--- config.mk ---
export PLATFORM = sky130hd
export DESIGN_NAME = ptdec_top
export DESIGN_NICKNAME = d
export VERILOG_FILES = /design/src/hw/ptdec_pkg.sv /design/src/hw/ptdec_ib_if.sv /design/src/hw/ptdec_top.sv /design/src/hw/ptdec_inband.sv
export SDC_FILE = /design/constraint.sdc
export NUM_CORES = 1
export LEC_CHECK = 0
export BUFFER_PORTS_ARGS = -buffer_cell sky130_fd_sc_hd__buf_2
export CAP_MARGIN = 10
export CORE_UTILIZATION = 45
export DETAILED_ROUTE_END_ITERATION = 6
export GPL_TIMING_DRIVEN = 1
export SYNTH_ARGS = -nofsm -noshare
export SYNTH_HDL_FRONTEND = slang
export SYNTH_SLANG_ARGS = --single-unit
--- constraint.sdc ---
create_clock -name clk -period 6.3 [get_ports clk]
set_input_delay 0 -clock clk [delete_from_list [all_inputs] [get_ports clk]]
set_output_delay 0 -clock clk [all_outputs]
set_load 0.005 [all_outputs]
--- src/hw/ptdec_pkg.sv ---
// Constants and types of the pattern detector and error counter
package ptdec_pkg;
  localparam int unsigned CLK_HZ     = 25_000_000;
  localparam int unsigned CYC_PER_MS = CLK_HZ / 1000;
  localparam int unsigned QUAL_T1_MS   = 40;
  localparam int unsigned QUAL_E1_MS   = 30;
  localparam int unsigned QUAL_AUTO_MS = 5100;
  localparam int unsigned SECOND_MS    = 1000;
  localparam int unsigned QUAL_T1_CYC   = QUAL_T1_MS * CYC_PER_MS;
  localparam int unsigned QUAL_E1_CYC   = QUAL_E1_MS * CYC_PER_MS;
  localparam int unsigned QUAL_AUTO_CYC = QUAL_AUTO_MS * CYC_PER_MS;
  localparam int unsigned SECOND_CYC    = SECOND_MS * CYC_PER_MS;
  localparam logic [6:0] SYNC_RUN    = 7'h40;
  localparam logic [5:0] WIN_LAST    = 6'h3f;
  localparam logic [2:0] UNLOCK_ERRS = 3'h6;
  localparam logic [4:0] ARB_LAST    = 5'h17;
  localparam logic [13:0] QRSS_ZEROS = 14'h0000;
  localparam logic [6:0] IB_WIN_LAST = 7'h63;
  localparam logic [1:0] IB_MAX_ERRS = 2'h1;
  localparam logic [2:0] IB_BASE_LAST = 3'h4;
  localparam logic [1:0] SEL_QRSS = 2'h0;
  localparam logic [1:0] SEL_P15  = 2'h1;
  localparam logic [1:0] SEL_P11  = 2'h2;
  localparam logic [2:0] CS_LINE_BIPOLAR_VIOLATION  = 3'h0;
  localparam logic [2:0] CS_LINE_EXCESS_ZEROES  = 3'h1;
  localparam logic [2:0] CS_LBOTH = 3'h2;
  localparam logic [2:0] CS_SYSTEM_BIPOLAR_VIOLATION  = 3'h3;
  localparam logic [2:0] CS_SYSTEM_EXCESS_ZEROES  = 3'h4;
  localparam logic [2:0] CS_SBOTH = 3'h5;
  localparam logic [2:0] CS_PERR  = 3'h6;
  localparam int unsigned FL_LOCK = 0;
  localparam int unsigned FL_BERR = 1;
  localparam int unsigned FL_UP   = 2;
  localparam int unsigned FL_DOWN = 3;
  localparam int unsigned FL_TICK = 4;
  localparam int unsigned FL_OVF  = 5;
  localparam logic [15:0] CNT_MAX = 16'hffff;
  typedef enum logic [1:0] {
    PTD_HUNT = 2'b01,
    PTD_LOCK = 2'b10
  } ptdec_lock_t;
endpackage

--- src/hw/ptdec_ib_if.sv ---
// Signals between the top and the loop code detector
`timescale 1ns/100ps
`default_nettype none
interface ptdec_ib_if;
  logic                  bit_en;
  logic                  bit_data;
  logic [1:0][7:0]       code;
  logic [1:0][1:0]       len;
  logic [1:0][31:0]      qual;
  logic [1:0]            seen;
  modport ctl (output bit_en, bit_data, code, len, qual, input seen);
  modport det (input bit_en, bit_data, code, len, qual, output seen);
endinterface
`default_nettype wire

--- src/hw/ptdec_top.sv ---
// Pattern lock checker, loop code control and buffered error counter
`timescale 1ns/100ps
`default_nettype none
module ptdec_top
  import ptdec_pkg::*;
#(
  parameter int unsigned QUAL_T1   = QUAL_T1_CYC,
  parameter int unsigned QUAL_E1   = QUAL_E1_CYC,
  parameter int unsigned QUAL_AUTO = QUAL_AUTO_CYC,
  parameter int unsigned SECOND    = SECOND_CYC
)(
  input  wire logic        clk,
  input  wire logic        rst_n,
  input  wire logic        line_data,
  input  wire logic        line_bit_en,
  input  wire logic        sys_data,
  input  wire logic        sys_bit_en,
  input  wire logic        line_bipolar_violation,
  input  wire logic        line_excess_zeroes,
  input  wire logic        system_bipolar_violation,
  input  wire logic        system_excess_zeroes,
  input  wire logic        tx_single_rail_nrz,
  input  wire logic        e1_mode,
  input  wire logic        detect_direction,
  input  wire logic        detect_invert,
  input  wire logic [1:0]  detect_select,
  input  wire logic [23:0] user_pattern_word,
  input  wire logic [1:0]  loop_up_code_length,
  input  wire logic [1:0]  loop_down_code_length,
  input  wire logic [7:0]  loop_up_code,
  input  wire logic [7:0]  loop_down_code,
  input  wire logic        auto_loopback_enable,
  input  wire logic        lock_edge_select,
  input  wire logic        loop_code_edge_select,
  input  wire logic [2:0]  count_source_select,
  input  wire logic        count_update_mode,
  input  wire logic        count_latch_trigger,
  input  wire logic        lock_change_irq_mask,
  input  wire logic        bit_error_irq_mask,
  input  wire logic        loop_up_irq_mask,
  input  wire logic        loop_down_irq_mask,
  input  wire logic        second_tick_irq_mask,
  input  wire logic        count_overflow_irq_mask,
  input  wire logic [5:0]  irq_flag_clear,
  output var  logic        pattern_lock_status,
  output var  logic        pattern_error,
  output var  logic        loop_up_seen_status,
  output var  logic        loop_down_seen_status,
  output var  logic        lock_change_irq_flag,
  output var  logic        bit_error_irq_flag,
  output var  logic        loop_up_irq_flag,
  output var  logic        loop_down_irq_flag,
  output var  logic        second_tick_irq_flag,
  output var  logic        count_overflow_irq_flag,
  output var  logic        irq_n,
  output var  logic [7:0]  count_hold_high,
  output var  logic [7:0]  count_hold_low,
  output var  logic        remote_loopback,
  output var  logic        digital_loopback
);
  ptdec_ib_if ib ();

  logic        tap_en;
  logic        tap_raw;
  logic        tap_bit;
  logic        exp_bit;
  logic        mis;
  logic        perr_now;
  logic        count_ev;
  logic        xfer;
  logic        tick;
  logic [5:0]  flag_set;
  logic [5:0]  mask;
  logic [1:0]  seen_rise;
  logic [1:0]  seen_edge;
  logic        lock_next;

  // Tap select feeds both checkers; loop codes see uninverted data
  always_comb begin
    tap_en  = detect_direction ? sys_bit_en : line_bit_en;
    tap_raw = detect_direction ? sys_data : line_data;
    tap_bit = tap_raw ^ detect_invert;
  end

  assign ib.bit_en   = tap_en;
  assign ib.bit_data = tap_raw;
  assign ib.code[0]  = loop_up_code;
  assign ib.code[1]  = loop_down_code;
  assign ib.len[0]   = loop_up_code_length;
  assign ib.len[1]   = loop_down_code_length;
  // Downstream timer compares with '>' so the status needs more than the time
  assign ib.qual[0]  = auto_loopback_enable ? QUAL_AUTO : QUAL_T1;
  assign ib.qual[1]  = auto_loopback_enable ? QUAL_AUTO :
                       (e1_mode ? QUAL_E1 : QUAL_T1);

  ptdec_inband ptdec_inband_i (
    .clk   (clk),
    .rst_n (rst_n),
    .ib    (ib.det)
  );

  // Pattern checker state
  logic [23:0] hist_ff, nxt_hist;
  logic [4:0]  arb_ph_ff, nxt_arb_ph;
  ptdec_lock_t st_ff, nxt_st;
  logic [6:0]  run_ff, nxt_run;
  logic [5:0]  win_ff, nxt_win;
  logic [2:0]  errs_ff, nxt_errs;
  logic        lock_ff;
  logic        perr_ff;

  always_comb begin
    // PRBS reference bits come from the received history, so no fixed seed is needed; the user word uses its hunted phase
    case (detect_select)
      SEL_QRSS: exp_bit = (hist_ff[13:0] == QRSS_ZEROS) ? 1'b1
                          : hist_ff[19] ^ hist_ff[16];
      SEL_P15:  exp_bit = hist_ff[14] ^ hist_ff[13];
      SEL_P11:  exp_bit = hist_ff[10] ^ hist_ff[8];
      default:  exp_bit = user_pattern_word[5'(ARB_LAST - arb_ph_ff)];
    endcase
    mis        = tap_bit != exp_bit;
    perr_now   = tap_en && mis && (st_ff == PTD_LOCK);
    nxt_hist   = hist_ff;
    nxt_arb_ph = arb_ph_ff;
    nxt_st     = st_ff;
    nxt_run    = run_ff;
    nxt_win    = win_ff;
    nxt_errs   = errs_ff;
    if (tap_en) begin
      nxt_hist = {hist_ff[22:0], tap_bit};
      // Hunting slips the word phase by one bit on each miss
      if (st_ff == PTD_LOCK || !mis) begin
        nxt_arb_ph = (arb_ph_ff == ARB_LAST) ? 5'h00 : arb_ph_ff + 5'h01;
      end
      case (st_ff)
        PTD_HUNT: begin
          // The bit after 64 clean bits locks, so lock needs more than the window
          nxt_run = mis ? 7'h00 : run_ff + 7'h01;
          if (!mis && run_ff == SYNC_RUN) begin
            nxt_st   = PTD_LOCK;
            nxt_win  = 6'h00;
            nxt_errs = 3'h0;
            nxt_run  = 7'h00;
          end
        end
        PTD_LOCK: begin
          nxt_errs = errs_ff + {2'h0, mis};
          nxt_win  = win_ff + 6'h01;
          if (nxt_errs > UNLOCK_ERRS) begin
            nxt_st   = PTD_HUNT;
            nxt_errs = 3'h0;
          end else if (win_ff == WIN_LAST) begin
            nxt_errs = 3'h0;
          end
        end
        default: nxt_st = PTD_HUNT;
      endcase
    end
    lock_next = nxt_st == PTD_LOCK;
  end

  always_ff @(posedge clk) begin
    if (!rst_n) begin
      hist_ff   <= 24'h000000;
      arb_ph_ff <= 5'h00;
      st_ff     <= PTD_HUNT;
      run_ff    <= 7'h00;
      win_ff    <= 6'h00;
      errs_ff   <= 3'h0;
      lock_ff   <= 1'b0;
      perr_ff   <= 1'b0;
    end else begin
      hist_ff   <= nxt_hist;
      arb_ph_ff <= nxt_arb_ph;
      st_ff     <= nxt_st;
      run_ff    <= nxt_run;
      win_ff    <= nxt_win;
      errs_ff   <= nxt_errs;
      lock_ff   <= lock_next;
      perr_ff   <= perr_now;
    end
  end

  // Error counter state
  logic [15:0] cnt_ff, nxt_cnt;
  logic [15:0] hold_ff, nxt_hold;
  logic [31:0] sec_ff, nxt_sec;
  logic        trig_ff;

  always_comb begin
    // Combined sources count one per cycle, not one per error kind
    case (count_source_select)
      CS_LINE_BIPOLAR_VIOLATION:  count_ev = line_bipolar_violation;
      CS_LINE_EXCESS_ZEROES:  count_ev = line_excess_zeroes;
      CS_LBOTH: count_ev = line_bipolar_violation | line_excess_zeroes;
      CS_SYSTEM_BIPOLAR_VIOLATION:  count_ev = system_bipolar_violation & ~tx_single_rail_nrz;
      CS_SYSTEM_EXCESS_ZEROES:  count_ev = system_excess_zeroes;
      CS_SBOTH: count_ev = (system_bipolar_violation | system_excess_zeroes)
                           & ~tx_single_rail_nrz;
      CS_PERR:  count_ev = perr_now;
      default:  count_ev = 1'b0;
    endcase
    // Second timer runs in both modes; only automatic mode uses its tick
    tick    = sec_ff == SECOND - 1;
    nxt_sec = tick ? 32'h0 : sec_ff + 32'h1;
    xfer    = count_update_mode ? tick
                                : (count_latch_trigger & ~trig_ff);
    nxt_hold = xfer ? cnt_ff : hold_ff;
    if (xfer) begin
      nxt_cnt = {15'h0000, count_ev};
    end else if (count_ev && cnt_ff != CNT_MAX) begin
      nxt_cnt = cnt_ff + 16'h0001;
    end else begin
      nxt_cnt = cnt_ff;
    end
  end

  always_ff @(posedge clk) begin
    if (!rst_n) begin
      cnt_ff  <= 16'h0000;
      hold_ff <= 16'h0000;
      sec_ff  <= 32'h0;
      trig_ff <= 1'b0;
    end else begin
      cnt_ff  <= nxt_cnt;
      hold_ff <= nxt_hold;
      sec_ff  <= nxt_sec;
      // Cleared by reset, so a trigger held high through reset latches once
      trig_ff <= count_latch_trigger;
    end
  end

  // Flags, loopback control and interrupt line
  logic [5:0] flags_ff, nxt_flags;
  logic [1:0] seen_d_ff;
  logic       rlb_ff, nxt_rlb;
  logic       dlb_ff, nxt_dlb;
  logic       irq_n_ff;

  always_comb begin
    seen_rise = ib.seen & ~seen_d_ff;
    seen_edge = loop_code_edge_select ? (ib.seen ^ seen_d_ff) : seen_rise;
    flag_set          = 6'h00;
    flag_set[FL_LOCK] = lock_edge_select ? (lock_next ^ lock_ff)
                                         : (lock_next & ~lock_ff);
    flag_set[FL_BERR] = perr_now;
    flag_set[FL_UP]   = seen_edge[0];
    flag_set[FL_DOWN] = seen_edge[1];
    flag_set[FL_TICK] = tick & count_update_mode;
    // Overflow is judged on the running count, never in a transfer cycle
    flag_set[FL_OVF]  = count_ev & (cnt_ff == CNT_MAX) & ~xfer;
    // A set in the clearing cycle wins so no event is lost
    nxt_flags = flag_set | (flags_ff & ~irq_flag_clear);
    mask = {count_overflow_irq_mask, second_tick_irq_mask, loop_down_irq_mask,
            loop_up_irq_mask, bit_error_irq_mask, lock_change_irq_mask};
    nxt_rlb = rlb_ff;
    nxt_dlb = dlb_ff;
    if (!auto_loopback_enable) begin
      nxt_rlb = 1'b0;
      nxt_dlb = 1'b0;
    end else if (seen_rise[0]) begin
      nxt_rlb = rlb_ff | ~detect_direction;
      nxt_dlb = dlb_ff | detect_direction;
    end else if (seen_rise[1]) begin
      nxt_rlb = rlb_ff & detect_direction;
      nxt_dlb = dlb_ff & ~detect_direction;
    end
  end

  always_ff @(posedge clk) begin
    if (!rst_n) begin
      flags_ff  <= 6'h00;
      seen_d_ff <= 2'h0;
      rlb_ff    <= 1'b0;
      dlb_ff    <= 1'b0;
      irq_n_ff  <= 1'b1;
    end else begin
      flags_ff  <= nxt_flags;
      seen_d_ff <= ib.seen;
      rlb_ff    <= nxt_rlb;
      dlb_ff    <= nxt_dlb;
      // Built from the next flags so the line moves in the same edge as a flag
      irq_n_ff  <= ~|(nxt_flags & ~mask);
    end
  end

  assign pattern_lock_status     = lock_ff;
  assign pattern_error           = perr_ff;
  assign loop_up_seen_status     = ib.seen[0];
  assign loop_down_seen_status   = ib.seen[1];
  assign lock_change_irq_flag    = flags_ff[FL_LOCK];
  assign bit_error_irq_flag      = flags_ff[FL_BERR];
  assign loop_up_irq_flag        = flags_ff[FL_UP];
  assign loop_down_irq_flag      = flags_ff[FL_DOWN];
  assign second_tick_irq_flag    = flags_ff[FL_TICK];
  assign count_overflow_irq_flag = flags_ff[FL_OVF];
  assign irq_n                   = irq_n_ff;
  assign count_hold_high         = hold_ff[15:8];
  assign count_hold_low          = hold_ff[7:0];
  assign remote_loopback         = rlb_ff;
  assign digital_loopback        = dlb_ff;
endmodule
`default_nettype wire

--- src/hw/ptdec_inband.sv ---
// Loop-up and loop-down code detectors with qualification timers
`timescale 1ns/100ps
`default_nettype none
module ptdec_inband
  import ptdec_pkg::*;
(
  input  wire logic clk,
  input  wire logic rst_n,
  ptdec_ib_if.det   ib
);
  for (genvar g = 0; g < 2; g++) begin : g_code
    logic [2:0]  ph_ff, nxt_ph;
    logic [6:0]  win_ff, nxt_win;
    logic [1:0]  errs_ff, nxt_errs;
    logic        pres_ff, nxt_pres;
    logic [31:0] tmr_ff, nxt_tmr;
    logic        seen_ff, nxt_seen;
    logic [2:0]  last;
    logic        mis;
    logic [1:0]  errs_now;
    always_comb begin
      last     = IB_BASE_LAST + {1'b0, ib.len[g]};
      mis      = ib.bit_data != ib.code[g][3'(last - ph_ff)];
      errs_now = (errs_ff == 2'h2) ? errs_ff : errs_ff + {1'b0, mis};
      nxt_ph   = ph_ff;
      nxt_win  = win_ff;
      nxt_errs = errs_ff;
      nxt_pres = pres_ff;
      nxt_tmr  = tmr_ff;
      nxt_seen = seen_ff;
      if (ib.bit_en) begin
        // Absent code slips one bit on a miss to hunt for the phase
        if (pres_ff || !mis) begin
          nxt_ph = (ph_ff == last) ? 3'h0 : ph_ff + 3'h1;
        end
        if (win_ff == IB_WIN_LAST) begin
          nxt_pres = errs_now <= IB_MAX_ERRS;
          nxt_win  = 7'h00;
          nxt_errs = 2'h0;
        end else begin
          nxt_win  = win_ff + 7'h01;
          nxt_errs = errs_now;
        end
      end
      if (!pres_ff) begin
        nxt_tmr  = 32'h0;
        nxt_seen = 1'b0;
      end else if (tmr_ff > ib.qual[g]) begin
        nxt_seen = 1'b1;
      end else begin
        nxt_tmr = tmr_ff + 32'h1;
      end
    end
    always_ff @(posedge clk) begin
      if (!rst_n) begin
        ph_ff   <= 3'h0;
        win_ff  <= 7'h00;
        errs_ff <= 2'h0;
        pres_ff <= 1'b0;
        tmr_ff  <= 32'h0;
        seen_ff <= 1'b0;
      end else begin
        ph_ff   <= nxt_ph;
        win_ff  <= nxt_win;
        errs_ff <= nxt_errs;
        pres_ff <= nxt_pres;
        tmr_ff  <= nxt_tmr;
        seen_ff <= nxt_seen;
      end
    end
    assign ib.seen[g] = seen_ff;
  end
endmodule
`default_nettype wire

==> summary.md <==
| Metric | Value |
|---|---|
| Status | finished, final reports clean |
| Worst-case clock skew | 10.9 ps |
| Critical path startpoint category | register |
| Total design power | 3.11 mW |
| Leak pwr | about 5.0 nW |
| Fraction of the cycle the final worst path needs | between 70% and 80% |
| RePlAce Congestion | 0.805 |
| Buffer type at the clock tree root | sky130_fd_sc_hd__clkbuf_16 |
| Slowest stage cell, crit path | sky130_fd_sc_hd__dlygate4sd3_1 |
| Number of placed instances with taps included | 1645 |
| CP Capture Type | register |
| Layout cells sized above 1 | a little over an eighth |
| Effective utilization at floorplan | 45.9% |
| Adder and majority gate portion of the synthesized area | 6.98% |
| Largest net degree at the start of global routing | 61 |
| Largest stage delay, worst path | 590 ps |
| Total setup buffers inserted after CTS | 0 |
| Post-synth EDFFs | 0 |
| Number of buffers added on ports | 108 |
| Yosys warns | 0 |
| Vias per Instance | 5.18 |
| Area Overhead vs Synth | 17.0% |
| WL/cell | 13.5 um |
| Final hold violation count | 0 |
| Slew margin rel. | 23.2% |
| Fin nets | 1508 |
| Main combinational cell family by area after synthesis | simple AND/OR/NAND/NOR gates |
| Number of flip-flops and latches in the synthesized netlist | 213 |
| CTS tree | built |
| Maximum operating frequency | 210 MHz |
| Number of inserted filler cells in the final layout | 2217 |
| Worst hold path stage count | 5 |
| CORE AREA | 23500 um2 |
| Path depth of the worst reg2reg path | 21 |
| Number of buffers and inverters on the critical path | 3 |
| Mapped cell area | 10800 um2 |
| Slack of the critical path | 1540 ps |
| Total CTS buffers | 25 |
| Cell depth of the worst setup path | 21 |
| Ordered cell list for the critical path | mux4_2, nand2b_1, a41oi_1, a31oi_1, xnor2_1, buf_4, nor2b_1, ha_1, nor2b_1, o21ai_0, inv_1, a41oi_1, o2111a_1, ha_1, nand2_1, o21ai_0, a21oi_1, a2111oi_0, o2111ai_1, dlygate4sd3_1, nand2_1 |
| Power density of the placed cells | 247 nW/um2 |
| Unrepaired setup endpoints after global routing | false |
| Simple-gate area share of the yosys netlist | 24.8% |
| Total wire length after detailed routing | 23100 um |
| Cell Rows | 56 |
| Final routed DRC violation total | 0 |
| Final setup viols | 0 |
| Data arrival time of the critical path | 5230 ps |
| Number of antenna violations at the first check in global routing | 0 |
| Most common flop cell mapped by yosys | sky130_fd_sc_hd__dfxtp_1 |
| Max-capacitance violation count | 0 |
| First-iteration detailed-routing DRC count | 418 |
| Multiplexer share of the synthesized area | 4.35% |
| Most frequent cells in the layout | sky130_fd_sc_hd__dfxtp_1 (213), sky130_fd_sc_hd__nor2_1 (128), sky130_fd_sc_hd__nand2_1 (127) |
| Net count of the mapped netlist | 1394 |
| Io pins | 109 |
| Die Wd | 157 um |
| Number of pins exceeding their max-slew limit in the final report | 0 |
| Worst-path maximum fanout | 12 |
| Diodes inserted | 0 |
| Clock transition at the registers of the reported paths | 60 ps |
| Most common cell after layout, fill and taps aside | sky130_fd_sc_hd__dfxtp_1 |
| Worst R2R Setup Slack | 1540 ps |
| First-pass GRT wire length | 38800 um |
| Total via count in the routed design | 8837 |
| First-pass DRT Iterations | 5 |
| Congestion Overflow GR | 0 |
| Tmin final | 4760 ps |
| Via count of the first global-routing pass | 8140 |
| Synthesized-area fraction occupied by ao, oa, aoi and oai cells | 13.3% |
| Worst setup slack before clock tree synthesis | about 2100 ps |
| Number of levels the H-tree was split into | 1 |
| Syn Area/Cell | 8.59 um2 |
| Pin slew with the least headroom to its limit | 1150 ps |
| Number of instances in the synthesized netlist | 1255 |
| Non-filler cells, final | 1706 |
| Post-synthesis share of cell area spent on xor and xnor gates | 7.47% |
| Proportion of synthesized flip-flops having asynchronous set or reset | 0% |
| Clock Tree Buf Depth | 3 |
| Worst hold margin | 31.8 ps |
| Type of the most critical hold path | input port to register |
| Total negative setup slack | 0 ps |
| Area of the die | 24600 um2 |
| Post-synthesis sequential area ratio | 39.5% |
| Sinks on the clock net | about 210 |
| Required time at the worst-slack endpoint | between 6000 and 7000 ps |
| Worst setup path class | register to register |
| Total routing usage reported by global routing | 19.0% |
| Post-DP HPWL | 16200 um |
| CP top delay family | compound AO/OA/AOI/OAI gates |
| Die Span Y | 157 um |
| Maximum VDD drop | approximately 0.00017 V |
| Yosys cell types | 67 |
| Final ANT Viol Nets | 0 |
| Clock latency of the later-clocked register in the worst-skew pair | 540 ps |
[registers in the layout (all words and copies together), names as in the netlist, 2 cells and up, named ones only]
register	cells
arb_ph_ff	5
cnt_ff	16
errs_ff	3
flags_ff	6
hist_ff	20
hold_ff	16
ptdec_inband_i.g_code.errs_ff	4
ptdec_inband_i.g_code.ph_ff	6
ptdec_inband_i.g_code.pres_ff	2
ptdec_inband_i.g_code.seen_ff	2
ptdec_inband_i.g_code.tmr_ff	64
ptdec_inband_i.g_code.win_ff	14
run_ff	7
sec_ff	32
seen_d_ff	2
st_ff	2
win_ff	6
[final timing paths]
check | startpoint | to
worst max-delay path | arb_ph_ff[0] | irq_n
worst min-delay path | loop_up_code_length[1] | ptdec_inband_i.g_code[0].ph_ff[2]
worst max register to register | arb_ph_ff[0] | irq_n
worst min register to register | hist_ff[17] | hist_ff[17]
[layout make-up]
class	count	area, um2	area share [%]
sequential	213	4260	33.8
clock buffer	34	719	5.70
timing repair buffer	130	746	5.91
inverter	56	210	1.67
clock inverter	11	131	1.04
multi-input combinational	943	6150	48.7
tap	319	399	3.16
[per-stage QoR]
stage          area, um2  util [%]
5_1_grt            12600      53.8
3_3_place_gp       11600      49.5
6_report           12600      53.8
3_5_place_dp       11600      49.5
2_1_floorplan      10800         -
4_1_cts            12600      53.8
[cell usage after synthesis, types with 6 or more instances]
master / instances / area (um2)
sky130_fd_sc_hd__and2_1: 15 / 93.8
sky130_fd_sc_hd__dfxtp_1: 213 / 4260
sky130_fd_sc_hd__xnor2_1: 42 / 368
sky130_fd_sc_hd__nand2b_1: 9 / 56.3
sky130_fd_sc_hd__a21oi_1: 65 / 325
sky130_fd_sc_hd__xor2_1: 50 / 438
sky130_fd_sc_hd__or4_1: 6 / 45.0
sky130_fd_sc_hd__nor3_1: 16 / 80.1
sky130_fd_sc_hd__nor4_1: 10 / 62.6
sky130_fd_sc_hd__clkbuf_1: 33 / 124
sky130_fd_sc_hd__nand3_1: 66 / 330
sky130_fd_sc_hd__nand4_1: 22 / 138
sky130_fd_sc_hd__mux4_2: 7 / 158
sky130_fd_sc_hd__and3_1: 32 / 200
sky130_fd_sc_hd__a21boi_0: 35 / 263
sky130_fd_sc_hd__ha_1: 57 / 713
sky130_fd_sc_hd__o211ai_1: 11 / 82.6
sky130_fd_sc_hd__and4_1: 9 / 78.8
sky130_fd_sc_hd__nor2_1: 128 / 480
sky130_fd_sc_hd__or3_1: 30 / 188
sky130_fd_sc_hd__nor2b_1: 30 / 188
sky130_fd_sc_hd__o21ai_0: 62 / 310
sky130_fd_sc_hd__nand2_1: 127 / 477
sky130_fd_sc_hd__mux2i_1: 30 / 300
sky130_fd_sc_hd__inv_1: 56 / 210
[repair_timing]
action,4_1_cts,5_1_grt
hold endpoints to repair,11,0
hold buffers,16,0
gates resized for setup,0,0
[power breakdown]
group	internal (mW)	switching, mW
sequential	1.37	0.0198
combinational	0.115	0.137
clock	0.886	0.590
total	2.37	0.746
[cell families after synthesis]
group / after synthesis
buffers and inverters: 99
flip-flops: 213
multiplexers: 38
AND/OR/NAND/NOR: 532
adder cells (fa/ha/maj): 59
AO/OA/AOI/OAI: 222
XOR/XNOR: 92
[per-layer routing]
layer | vias up | part of all wire (%) | GRT usage, %
met5 | - | 0 | 0
met3 | 33 | 4.4 | 3.16
met4 | 0 | 2.2 | 4.62
met2 | 154 | 43 | 29.7
li1 | 4631 | - | -
met1 | 4019 | 51 | 27.0
[worst min-delay path, cell delays in order]
cell                       delay, ps
sky130_fd_sc_hd__buf_2           110
sky130_fd_sc_hd__ha_1            150
sky130_fd_sc_hd__a21oi_1          60
sky130_fd_sc_hd__o21ai_0         120
sky130_fd_sc_hd__a21boi_0         70
No activity file was read; power rests on OpenSTA's default activity.
